==> src/hdl/rps_pkg.sv <==
// constants shared by the reset-pin and shared-output supervision logic
`default_nettype none
package rps_pkg;
  // clock and timing
  localparam int CLK_KHZ = 125000;
  localparam int CLK_HZ = 125000000;
  localparam int CNT_W = 26;
  localparam int T_RST_MS = 250;
  localparam int T_REC_MS = 250;
  localparam int BUTTON_SETTLE_TIME_MS = 250;
  localparam int OSF_MS = 100;
  localparam int T_RST_CYC = T_RST_MS * CLK_KHZ;
  localparam int T_REC_CYC = T_REC_MS * CLK_KHZ;
  localparam int BUTTON_SETTLE_TIME_CYC = BUTTON_SETTLE_TIME_MS * CLK_KHZ;
  localparam int OSF_CYC = OSF_MS * CLK_KHZ;
  // square wave half periods in clock cycles, rounded down
  localparam int WAVE_1HZ_HALF = CLK_HZ / (2 * 1);
  localparam int WAVE_1K_HALF = CLK_HZ / (2 * 1024);
  localparam int WAVE_4K_HALF = CLK_HZ / (2 * 4096);
  localparam int WAVE_8K_HALF = CLK_HZ / (2 * 8192);
  localparam int WAVE_32K_HALF = CLK_HZ / (2 * 32768);
  // register map
  localparam logic [7:0] CTRL_ADDR = 8'h0e;
  localparam logic [7:0] CTRL_RESET = 8'h1c;
  localparam logic [7:0] RDATA_NONE = 8'h00;
  localparam int CTL_OSC_DIS = 7;
  localparam int CTL_RS_HI = 4;
  localparam int CTL_RS_LO = 3;
  localparam int CTL_IRQ_MODE = 2;
  localparam int CTL_A2_EN = 1;
  localparam int CTL_A1_EN = 0;
  localparam logic OSF_RESET = 1'b1;
  typedef enum logic [1:0] {
    ST_PFAIL = 2'b00,
    ST_RECOVER = 2'b01,
    ST_RUN = 2'b10,
    ST_PULSE = 2'b11
  } rps_state_t;
endpackage
`default_nettype wire

==> src/hdl/rps_lvl_if.sv <==
// carrier of one asynchronous level and its filtered copy
`default_nettype none
interface rps_lvl_if;
  logic raw;
  logic clean;
  modport filt (input raw, output clean);
  modport user (output raw, input clean);
endinterface
`default_nettype wire

==> src/hdl/rps_pin_supervision.sv <==
// reset pin supervision, oscillator halt flag and shared irq/wave pin of a serial rtc
// How it works
// recovery delay before reset release applies only with oscillator enabled and running
// oscillator disable bit set skips recovery delay, reset released at once
// reset output level never gates register, timekeeping or oscillator logic
// halt flag sets after oscillator stays stopped for detection time
// irq mode bit 0 puts square wave on shared pin, rate bits pick it
// irq mode bit 1 drives shared pin low on enabled alarm match
// at power-up irq mode is 1 and both alarms disabled
// irq mode bit lives in control register at address 0eh
// enabled 32khz output toggles on primary or backup supply
// reset held low while supply fails, released after hold time above threshold
// external pushbutton low on reset pin requests a full reset pulse
// button low accepted only after stable for debounce time
// accepted button request holds reset low for reset active time
`default_nettype none
module rps_pin_supervision
  import rps_pkg::*;
#(
  parameter logic [CNT_W-1:0] T_RST = CNT_W'(T_RST_CYC),
  parameter logic [CNT_W-1:0] T_REC = CNT_W'(T_REC_CYC),
  parameter logic [CNT_W-1:0] T_BUTTON_SETTLE_TIME = CNT_W'(BUTTON_SETTLE_TIME_CYC),
  parameter logic [CNT_W-1:0] T_OSF = CNT_W'(OSF_CYC)
)
(
  input wire logic ref_clk,
  input wire logic rstn,
  input wire logic vcc_ok,
  input wire logic osc_running,
  input wire logic en_32khz,
  input wire logic alarm1_match,
  input wire logic alarm2_match,
  input wire logic osc_halt_clr,
  input wire logic reg_wr,
  input wire logic [7:0] reg_addr,
  input wire logic [7:0] reg_wdata,
  output logic [7:0] reg_rdata,
  output logic [7:0] control_config,
  output logic osc_halt_flag,
  input wire logic rst_pin_in,
  output logic rst_pin_out,
  output logic rst_pin_oe,
  output logic irq_or_wave_pin_out,
  output logic irq_or_wave_pin_oe,
  output logic clk32_pin_out,
  output logic clk32_pin_oe
);
  rps_lvl_if vcc_if ();
  rps_lvl_if osc_if ();
  rps_lvl_if pin_if ();
  rps_state_t state;
  logic [CNT_W-1:0] cnt;
  logic [CNT_W-1:0] osf_cnt;
  logic [CNT_W-1:0] wave_cnt;
  logic [CNT_W-1:0] wave_half;
  logic [CNT_W-1:0] k32_cnt;
  logic [CNT_W-1:0] rec_limit;
  logic wave;
  logic osc_dis;
  logic alarm_hit;

  // ----------------------------------------
  // input synchronisers
  // ----------------------------------------
  assign vcc_if.raw = vcc_ok;
  assign osc_if.raw = osc_running;
  assign pin_if.raw = rst_pin_in;

  rps_filt u_vcc (.ref_clk(ref_clk), .rstn(rstn), .init_val(1'b0), .lvl(vcc_if.filt));
  rps_filt u_osc (.ref_clk(ref_clk), .rstn(rstn), .init_val(1'b0), .lvl(osc_if.filt));
  rps_filt u_pin (.ref_clk(ref_clk), .rstn(rstn), .init_val(1'b1), .lvl(pin_if.filt));

  // ----------------------------------------
  // control register
  // ----------------------------------------
  // the reset pin state is never consulted here, so access continues while it is low
  always_ff @(posedge ref_clk)
  begin
    if (!rstn)
      control_config <= CTRL_RESET;
    else if (reg_wr && reg_addr == CTRL_ADDR)
      control_config <= reg_wdata;
  end

  always_ff @(posedge ref_clk)
  begin
    if (!rstn)
      reg_rdata <= RDATA_NONE;
    else if (reg_addr == CTRL_ADDR)
      reg_rdata <= control_config;
    else
      reg_rdata <= RDATA_NONE;
  end

  assign osc_dis = control_config[CTL_OSC_DIS];

  // ----------------------------------------
  // reset pin sequencer
  // ----------------------------------------
  // recovery delay only when the oscillator is enabled and running
  assign rec_limit = osc_if.clean ? T_REC : T_RST;

  always_ff @(posedge ref_clk)
  begin
    if (!rstn)
    begin
      state <= ST_PFAIL;
      cnt <= '0;
      rst_pin_oe <= 1'b0;
    end
    else
    begin
      case (state)
        ST_PFAIL:
        begin
          cnt <= '0;
          rst_pin_oe <= 1'b0;
          if (vcc_if.clean && osc_dis)
          begin
            state <= ST_RUN;
            rst_pin_oe <= 1'b1;
          end
          else if (vcc_if.clean)
            state <= ST_RECOVER;
        end
        ST_RECOVER:
        begin
          if (!vcc_if.clean)
          begin
            state <= ST_PFAIL;
            cnt <= '0;
          end
          else if (osc_dis)
          begin
            state <= ST_RUN;
            cnt <= '0;
            rst_pin_oe <= 1'b1;
          end
          else if (cnt >= rec_limit - CNT_W'(1))
          begin
            state <= ST_RUN;
            cnt <= '0;
            rst_pin_oe <= 1'b1;
          end
          else
            cnt <= cnt + CNT_W'(1);
        end
        ST_RUN:
        begin
          if (!vcc_if.clean)
          begin
            state <= ST_PFAIL;
            cnt <= '0;
            rst_pin_oe <= 1'b0;
          end
          else if (!pin_if.clean)
          begin
            if (cnt >= T_BUTTON_SETTLE_TIME - CNT_W'(1))
            begin
              state <= ST_PULSE;
              cnt <= '0;
              rst_pin_oe <= 1'b0;
            end
            else
              cnt <= cnt + CNT_W'(1);
          end
          else
            cnt <= '0;
        end
        ST_PULSE:
        begin
          if (!vcc_if.clean)
          begin
            state <= ST_PFAIL;
            cnt <= '0;
          end
          else if (cnt >= T_RST - CNT_W'(1))
          begin
            state <= ST_RUN;
            cnt <= '0;
            rst_pin_oe <= 1'b1;
          end
          else
            cnt <= cnt + CNT_W'(1);
        end
        default:
        begin
          state <= ST_PFAIL;
          cnt <= '0;
          rst_pin_oe <= 1'b0;
        end
      endcase
    end
  end

  // ----------------------------------------
  // oscillator halt flag
  // ----------------------------------------
  always_ff @(posedge ref_clk)
  begin
    if (!rstn)
      osf_cnt <= '0;
    else if (osc_if.clean)
      osf_cnt <= '0;
    else if (osf_cnt < T_OSF)
      osf_cnt <= osf_cnt + CNT_W'(1);
  end

  // set wins over a clear in the same cycle
  always_ff @(posedge ref_clk)
  begin
    if (!rstn)
      osc_halt_flag <= OSF_RESET;
    else if (!osc_if.clean && osf_cnt == T_OSF - CNT_W'(1))
      osc_halt_flag <= 1'b1;
    else if (osc_halt_clr)
      osc_halt_flag <= 1'b0;
  end

  // ----------------------------------------
  // square wave and shared pin
  // ----------------------------------------
  always_comb
  begin
    case ({control_config[CTL_RS_HI], control_config[CTL_RS_LO]})
      2'b00: wave_half = CNT_W'(WAVE_1HZ_HALF);
      2'b01: wave_half = CNT_W'(WAVE_1K_HALF);
      2'b10: wave_half = CNT_W'(WAVE_4K_HALF);
      default: wave_half = CNT_W'(WAVE_8K_HALF);
    endcase
  end

  always_ff @(posedge ref_clk)
  begin
    if (!rstn)
    begin
      wave_cnt <= '0;
      wave <= 1'b1;
    end
    else if (wave_cnt >= wave_half - CNT_W'(1))
    begin
      wave_cnt <= '0;
      wave <= ~wave;
    end
    else
      wave_cnt <= wave_cnt + CNT_W'(1);
  end

  assign alarm_hit = (alarm1_match && control_config[CTL_A1_EN]) ||
                     (alarm2_match && control_config[CTL_A2_EN]);

  // open drain: enable low pulls the pin low
  always_ff @(posedge ref_clk)
  begin
    if (!rstn)
    begin
      irq_or_wave_pin_out <= 1'b0;
      irq_or_wave_pin_oe <= 1'b1;
    end
    else if (control_config[CTL_IRQ_MODE])
      irq_or_wave_pin_oe <= ~alarm_hit;
    else
      irq_or_wave_pin_oe <= wave;
  end

  // ----------------------------------------
  // 32khz output and constant pin levels
  // ----------------------------------------
  // no supply input is consulted, so it runs the same on either supply
  always_ff @(posedge ref_clk)
  begin
    if (!rstn)
    begin
      k32_cnt <= '0;
      clk32_pin_oe <= 1'b1;
      clk32_pin_out <= 1'b0;
      rst_pin_out <= 1'b0;
    end
    else if (!en_32khz)
    begin
      k32_cnt <= '0;
      clk32_pin_oe <= 1'b1;
    end
    else if (k32_cnt >= CNT_W'(WAVE_32K_HALF) - CNT_W'(1))
    begin
      k32_cnt <= '0;
      clk32_pin_oe <= ~clk32_pin_oe;
    end
    else
      k32_cnt <= k32_cnt + CNT_W'(1);
  end
endmodule
`default_nettype wire

==> src/hdl/rps_filt.sv <==
// three-flop synchroniser that accepts a change once the last two flops agree
`default_nettype none
module rps_filt
  import rps_pkg::*;
(
  input wire logic ref_clk,
  input wire logic rstn,
  input wire logic init_val,
  rps_lvl_if.filt lvl
);
  logic s1;
  logic s2;
  logic s3;

  always_ff @(posedge ref_clk)
  begin
    s1 <= lvl.raw;
    s2 <= s1;
    s3 <= s2;
  end

  always_ff @(posedge ref_clk)
  begin
    if (!rstn)
      lvl.clean <= init_val;
    else if (s2 == s3)
      lvl.clean <= s3;
  end
endmodule
`default_nettype wire

==> config.mk <==
export PLATFORM = sky130hd
export DESIGN_NAME = rps_pin_supervision
export DESIGN_NICKNAME = d
export VERILOG_FILES = /design/src/hdl/rps_pkg.sv /design/src/hdl/rps_lvl_if.sv /design/src/hdl/rps_pin_supervision.sv /design/src/hdl/rps_filt.sv
export SDC_FILE = /design/constraint.sdc
export NUM_CORES = 1
export LEC_CHECK = 0
export BUFFER_PORTS_ARGS = -buffer_cell sky130_fd_sc_hd__buf_2
export CORE_MARGIN = 5
export CORE_UTILIZATION = 65
export DETAILED_ROUTE_END_ITERATION = 12
export GPL_TIMING_DRIVEN = 0
export HOLD_SLACK_MARGIN = 0.03
export PLACE_DENSITY = 0.84
export RECOVER_POWER = 100
export SETUP_SLACK_MARGIN = 0.15
export SYNTH_ARGS = -nofsm -noshare
export SYNTH_HDL_FRONTEND = slang
export SYNTH_SLANG_ARGS = --single-unit
==> constraint.sdc <==
create_clock -name ref_clk -period 5.7 [get_ports ref_clk]
set_input_delay 1.71 -clock ref_clk [delete_from_list [all_inputs] [get_ports ref_clk]]
set_output_delay 1.71 -clock ref_clk [all_outputs]
set_load 0.02 [all_outputs]
==> results of run 1 <==
==> final timing paths <==
check                                               startpoint                      end  slack, ns  cells after the start
worst min register to register                u_vcc.s1$_DFF_P_         u_vcc.s2$_DFF_P_       0.33                      0
worst min-delay path                          u_vcc.s1$_DFF_P_         u_vcc.s2$_DFF_P_       0.33                      0
worst max-delay path            control_config[3]$_SDFFE_PN1P_  wave_cnt[24]$_SDFF_PP0_       1.82                     10
worst max register to register  control_config[3]$_SDFFE_PN1P_  wave_cnt[24]$_SDFF_PP0_       1.82                     10
==> per-layer routing <==
| layer | vias up | track usage | share of wire |
|---|---|---|---|
| li1 | 2719 | - | - |
| met1 | 2600 | 0.318 | 0.44 |
| met2 | 131 | 0.418 | 0.48 |
| met3 | 36 | 0.0554 | 0.046 |
| met4 | 0 | 0.108 | 0.027 |
| met5 | - | 0 | 0 |
==> through the flow <==
stage	hold slack (ns)	power, W	instances	cell area (um2)	util
CTS	0.334	0.00209	939	7710	0.757
detailed placement	0.319	0.00108	909	7170	0.704
finish	0.335	0.00207	939	7630	0.749
floorplan	0.310	0.00106	729	6780	-
global route	0.348	0.00214	939	7630	0.749
global placement	0.317	0.00108	909	7170	0.704
==> final cells by class <==
| type | instances | area (um2) | share of cell area |
|---|---|---|---|
| buffer | 33 | 151 | 0.0198 |
| clock buffer | 18 | 428 | 0.0561 |
| clock inverter | 12 | 116 | 0.0153 |
| inverter | 19 | 71.3 | 0.00935 |
| multi-input combinational | 538 | 3710 | 0.487 |
| sequential | 139 | 2780 | 0.365 |
| tap | 136 | 170 | 0.0223 |
| timing repair buffer | 44 | 195 | 0.0256 |
==> report_power, final <==
part / switching [W] / internal (W)
Sequential: 0.0000115 / 0.000988
Combinational: 0.0000385 / 0.0000254
Clock: 0.000421 / 0.000589
Total: 0.000471 / 0.00160
==> logic make-up (layout without fill, tap and decap cells) <==
family                   count (synthesis)  count (layout)  share of synthesized area
XOR/XNOR                                57              57                     0.0744
AO/OA/AOI/OAI                          106             106                      0.123
AND/OR/NAND/NOR                        290             290                      0.238
flip-flops                             139             139                      0.415
multiplexers                            31              31                     0.0464
adder cells (fa/ha/maj)                 35              35                     0.0653
buffers and inverters                   52             126                     0.0379
other                                    1              19                   0.000559
==> registers in the layout, indices dropped and copies added, names as in the netlist, 2 cells and up <==
register,count
cnt,26
k32_cnt,26
osf_cnt,26
wave_cnt,26
control_config,8
reg_rdata,8
state,2
==> cell usage after synthesis, drive strengths merged, types with 2 or more instances <==
master	number
a21o	3
dfxtp	139
a21boi	2
mux2i	30
nor4	10
o21ai	7
inv	19
a21oi	33
nor3b	3
and3	20
a211oi	28
nand3	43
xor2	32
a31oi	2
ha	35
a221oi	3
nand4	24
buf	21
o211ai	7
xnor2	25
nor2b	2
nor4b	2
and4	11
nor2	61
nor3	12
o21a	4
a2111oi	6
nand4b	4
or3	23
a311oi	2
nand2	56
or2	2
or4	4
nand2b	5
and2	6
clkbuf	12
==> worst register-to-register path: stages (launching register included) <==
cell and delay (ns):
dfxtp_1 0.50, inv_1 0.22, ha_1 0.27, inv_1 0.21, ha_1 0.31, a311oi_1 0.28, o211ai_1 0.16, a21oi_1 0.84
nand2_1 0.43, clkbuf_1 0.33, a211oi_1 0.25
==> parameters.txt, run 1 <==
Parameter                              Value

Route
  Average wire per standard cell ... 15.9 um
  Antenna violation net count after detailed routing ... 0
  DRC viols ... 0
  Total wire length ... 15,000 um
  Number of detailed-route iterations in the first pass ... 6
  Vias after detailed routing ... 5,486
  1st-iter DRT viols ... 411
  Detail-routed via count per cell ... 5.84

Clock tree
  Number of buffers inserted during clock tree synthesis ... 17
  Htree depth ... 4
  Clock transition at the register clock pins on the worst setup and hold paths after CTS ... 0.06 ns
  Clk Tree Root Cell ... clkbuf_8
  Clock sink count ... 139
  Setup Fix Bufs, Post-CTS ... 0
  CTS hold repair buffers ... 0
  Clk Latency, worst-skew pair ... 0.54 ns
  Max Root-Sink Buffers ... 2
  Post-cts resize count ... 0
  Clock tree from TritonCTS ... built

Cells and area
  Most common library cell in the layout ignoring fill and taps ... dfxtp_1
  # diodes ... 0
  Leading cell types in the layout, fill and taps excluded ... dfxtp_1, nand2_1, nor2_1, nand3_1, clkbuf_1
  Fraction of layout cells with a size suffix above 1 ... 0.120
  Area grow syn2layout ... 13.7%
  Layout net count ... 853
  # fillers ... 720

Synth
  Synth async-reset ratio ... 0
  Top flip-flop cell by instance count after synthesis ... dfxtp_1
  Proportion of netlist area held by the largest area contributor ... 0.415
  Unique masters post-synth ... 64
  Count of state elements after synthesis ... 139
  Count of warnings emitted by yosys ... 0
  Sequential share of the synthesized area ... 0.415
  Post-synthesis cell count ... 711
  Synthesized area ... 0.00671 mm2
  Leading area contributor after synthesis ... dfxtp_1
  Synth area leaders ... dfxtp_1, ha_1, mux2i_1
  Mapped Avg Cell Area ... 9.44 um2
  Number of enable-type register cells in the synthesized netlist ... 0

Timing
  Final count of hold timing violations ... 0
  Slew at the pin with the worst max-slew slack ... 1.23 ns
  Final setup TNS ... 0 ns
  Max-slew violation count ... 0
  Skew final ... 0.00713 ns
  Period minus WS final ... 3.88 ns
  Fmax ... 258 MHz
  Final setup violation count ... 0
  Fin crit share ... 0.681
  Max transition margin ... 0.172
  Unrepaired setup endpoints after global routing ... false
  Final worst-path setup slack ... 1.82 ns

Worst setup path
  Chain of cells forming the critical path ... inv_1 > ha_1 > inv_1 > ha_1 > a311oi_1 > o211ai_1 > a21oi_1 > nand2_1 > clkbuf_1 > a211oi_1
  Maximum fanout encountered on the critical timing path ... 10
  Data arrival at the endpoint of the critical path ... 4.32 ns
  Max stage delay on crit path ... 0.84 ns
  Element type at the critical path end ... register
  Buf/Inv on CP ... 3
  Worst setup path class ... register to register
  Cell family with most CP delay ... compound AO/OA/AOI/OAI gates
  Kind of start point of the critical path ... register
  Worst EP required ... 6.14 ns
  Slowest CP cell ... a21oi_1

Power and ir drop
  Static power due to leakage ... 2.97 nW
  Total power divided by cell area ... 272 mW/mm2
  Worst vdd rail ir drop ... 0.248 mV

Floorplan
  Count of boundary I/O pins ... 49
  Initial standard-cell utilization of the core ... 0.659
  Core region area ... 0.0102 mm2
  Die boundary width ... 112 um
  Number of rows in the core area ... 37
  Vertical die dimension ... 112 um
  Die ar. ... 0.0125 mm2

Place
  Pre-CTS setup slack ... 2.16 ns
  Routability congestion estimate ... 0.900
  Detailed placer's ending HPWL ... 10,800 um
  Port buffer count ... 44

Global route
  First-pass GRT wire length ... 25,900 um
  Overflow left after global routing ... 0
  GRT Overall Usage ... 0.252
  Antenna violations before repair ... 0
  Via count of the first global-routing pass ... 5,490
  Largest net degree at the start of global routing ... 17

Status
  Outcome ... completed

Min path
  Hold/Removal Path Class ... register to register

Job
  Number of max-capacitance violations reported ... 0
No activity file was read; power rests on OpenSTA's default activity.
==> run 2: changes to the inputs <==
CORE_UTILIZATION = 60   (was 65)
PLACE_DENSITY = 0.78   (was 0.84)
clock period = 3.79 ns   (was 5.7 ns; I/O delays follow)
==> parameters.txt, run 2 (synthesis gave the netlist of run 1 again) <==
Parameter                              Value

Status
  Outcome ... completed

Timing
  Fin crit share ... 0.908 (+0.227)
  Slew at the pin with the worst max-slew slack ... 1.16 ns (-0.0738 ns)
  Final count of hold timing violations ... 0 (unchanged)
  Max-slew violation count ... 0 (unchanged)
  Skew final ... 0.00605 ns (-0.00108 ns)
  Period minus WS final ... 3.44 ns (-0.439 ns)
  Final setup TNS ... 0 ns (unchanged)
  Max transition margin ... 0.221 (+0.0495)
  Unrepaired setup endpoints after global routing ... false
  Final setup violation count ... 0 (unchanged)
  Fmax ... 291 MHz (+13%)

Floorplan
  Die ar. ... 0.0134 mm2 (+7.6%)
  Count of boundary I/O pins ... 49 (unchanged)
  Core region area ... 0.0109 mm2 (+6.9%)
  Die boundary width ... 116 um (+3.7%)
  Number of rows in the core area ... 38 (+2.7%)
  Initial standard-cell utilization of the core ... 0.616 (-0.0425)
  Vertical die dimension ... 116 um (+3.7%)

Route
  Total wire length ... 14,700 um (-2.0%)
  Antenna violation net count after detailed routing ... 0 (unchanged)
  1st-iter DRT viols ... 261 (-36%)
  Number of detailed-route iterations in the first pass ... 5 (-1)
  Average wire per standard cell ... 15.5 um (-2.6%)
  Detail-routed via count per cell ... 5.79 (-0.91%)
  DRC viols ... 0 (unchanged)
  Vias after detailed routing ... 5,471 (-0.27%)

Clock tree
  Clock transition at the register clock pins on the worst setup and hold paths after CTS ... 0.06 ns (about the same)
  Htree depth ... 4 (unchanged)
  Setup Fix Bufs, Post-CTS ... 0 (unchanged)
  Post-cts resize count ... 0 (unchanged)
  Max Root-Sink Buffers ... 2 (unchanged)
  Clk Tree Root Cell ... clkbuf_8
  Clock sink count ... 139 (unchanged)
  Number of buffers inserted during clock tree synthesis ... 17 (unchanged)
  Clk Latency, worst-skew pair ... 0.54 ns (about the same)
  CTS hold repair buffers ... 0 (unchanged)
  Clock tree from TritonCTS ... built

Place
  Port buffer count ... 44 (unchanged)
  Detailed placer's ending HPWL ... 10,800 um (+0.42%)
  Routability congestion estimate ... 0.923 (+2.6%)

Worst setup path
  Data arrival at the endpoint of the critical path ... 3.88 ns (-0.44 ns)
  Endpoint of the most critical register-to-register path ... wave_cnt[19]$_SDFF_PP0_
  Maximum fanout encountered on the critical timing path ... 10 (unchanged)
  Element type at the critical path end ... register
  Worst setup endpoint ... wave_cnt[19]$_SDFF_PP0_
  Worst setup path class ... register to register
  Number of cells on the worst reg-to-reg path ... 10 (unchanged)
  Kind of start point of the critical path ... register
  Worst setup path startpoint ... control_config[3]$_SDFFE_PN1P_
  Worst EP required ... 4.23 ns (-1.91 ns)
  Setup slack, reg-to-reg ... 0.35 ns (-1.47 ns)
  Origin of the critical flop-to-flop path ... control_config[3]$_SDFFE_PN1P_

Power and ir drop
  Internal power consumption ... 0.00243 W (+52%)
  Flop pwr share ... 0.475 (-0.007)
  Power dissipated by switching net loads ... 0.000734 W (+56%)
  Net Sw Frac ... 0.232 (+0.00478)
  Total power divided by cell area ... 413 mW/mm2 (+52%)
  Part of the total power dissipated in combinational logic ... 0.030 (about the same)
  Static power due to leakage ... 2.99 nW (+0.75%)
  Worst vdd rail ir drop ... 0.305 mV (+23%)
  Clk network pwr share ... 0.495 (+0.008)

Cells and area
  # diodes ... 0 (unchanged)
  Leading cell types in the layout, fill and taps excluded ... dfxtp_1, nand2_1, nor2_1, nand3_1, clkbuf_1
  Area grow syn2layout ... 14.1%
  Layout net count ... 853 (unchanged)
  Most common library cell in the layout ignoring fill and taps ... dfxtp_1
  # fillers ... 872 (+21%)
  Fraction of layout cells with a size suffix above 1 ... 0.123 (+0.00343)
  Final design utilization ... 0.703 (-0.0456)

Global route
  Largest net degree at the start of global routing ... 17 (unchanged)
  GRT Overall Usage ... 0.233 (-0.0191)
  First-pass GRT wire length ... 24,900 um (-3.9%)
  Antenna violations before repair ... 0 (unchanged)
  Via count of the first global-routing pass ... 5,409 (-1.5%)
  Overflow left after global routing ... 0 (unchanged)

Min path
  Hold/Removal Path Class ... register to register

Job
  Number of max-capacitance violations reported ... 0 (unchanged)
[run 2: power by group through the flow]
stage / clock network, W / registers [W] / logic (W)
after global placement: 0 / 0.00153 / 0.0000895
after CTS: 0.00159 / 0.00150 / 0.0000947
after floorplan: 0 / 0.00153 / 0.0000607
final: 0.00157 / 0.00150 / 0.0000941
after global routing: 0.00167 / 0.00150 / 0.000106
after detailed placement: 0 / 0.00153 / 0.0000940
[run 2: cell type report]
type                       count  area, um2  area share
clock buffer                  19        432      0.0564
clock inverter                13        130      0.0170
sequential                   139       2780       0.363
tap                          140        175      0.0229
inverter                      19       71.3     0.00931
multi-input combinational    538       3720       0.485
buffer                        33        155      0.0203
timing repair buffer          44        195      0.0255
[run 2: how the worst min path moves through the flow]
stage / startpoint / to / cells after the start
after floorplan: u_osc.s1$_DFF_P_ / u_osc.s2$_DFF_P_ / 0
after global placement: u_pin.s1$_DFF_P_ / u_pin.s2$_DFF_P_ / 0
after detailed placement: u_osc.s1$_DFF_P_ / u_osc.s2$_DFF_P_ / 0
after CTS: u_osc.s1$_DFF_P_ / u_osc.s2$_DFF_P_ / 0
after global routing: u_pin.s1$_DFF_P_ / u_pin.s2$_DFF_P_ / 0
final: u_osc.s1$_DFF_P_ / u_osc.s2$_DFF_P_ / 0
[run 2: stage by stage]
stage	area (um2)	instances	worst slack, ns	total power, W	hold slack (ns)
after global routing	7660	945	0.181	0.00328	0.345
after global placement	7170	913	0.713	0.00162	0.311
final	7660	945	0.349	0.00316	0.329
after detailed placement	7170	913	0.590	0.00163	0.312
after CTS	7730	945	0.559	0.00319	0.329
after floorplan	6780	729	0.946	0.00159	0.310
[run 2: routing by layer]
metal | share of wire | vias up | GRT usage
li1 | - | 2714 | -
met4 | 0.030 | 0 | 0.111
met5 | 0 | - | 0
met2 | 0.48 | 132 | 0.391
met3 | 0.046 | 37 | 0.0507
met1 | 0.44 | 2588 | 0.286
[run 2: critical path, stage by stage, from the launching register on]
cell	delay, ns
dfxtp_1	0.47
inv_1	0.21
ha_1	0.29
inv_1	0.21
ha_1	0.31
a311oi_1	0.28
o211ai_1	0.18
a21oi_2	0.47
nand2_1	0.35
clkbuf_1	0.32
a211oi_1	0.26
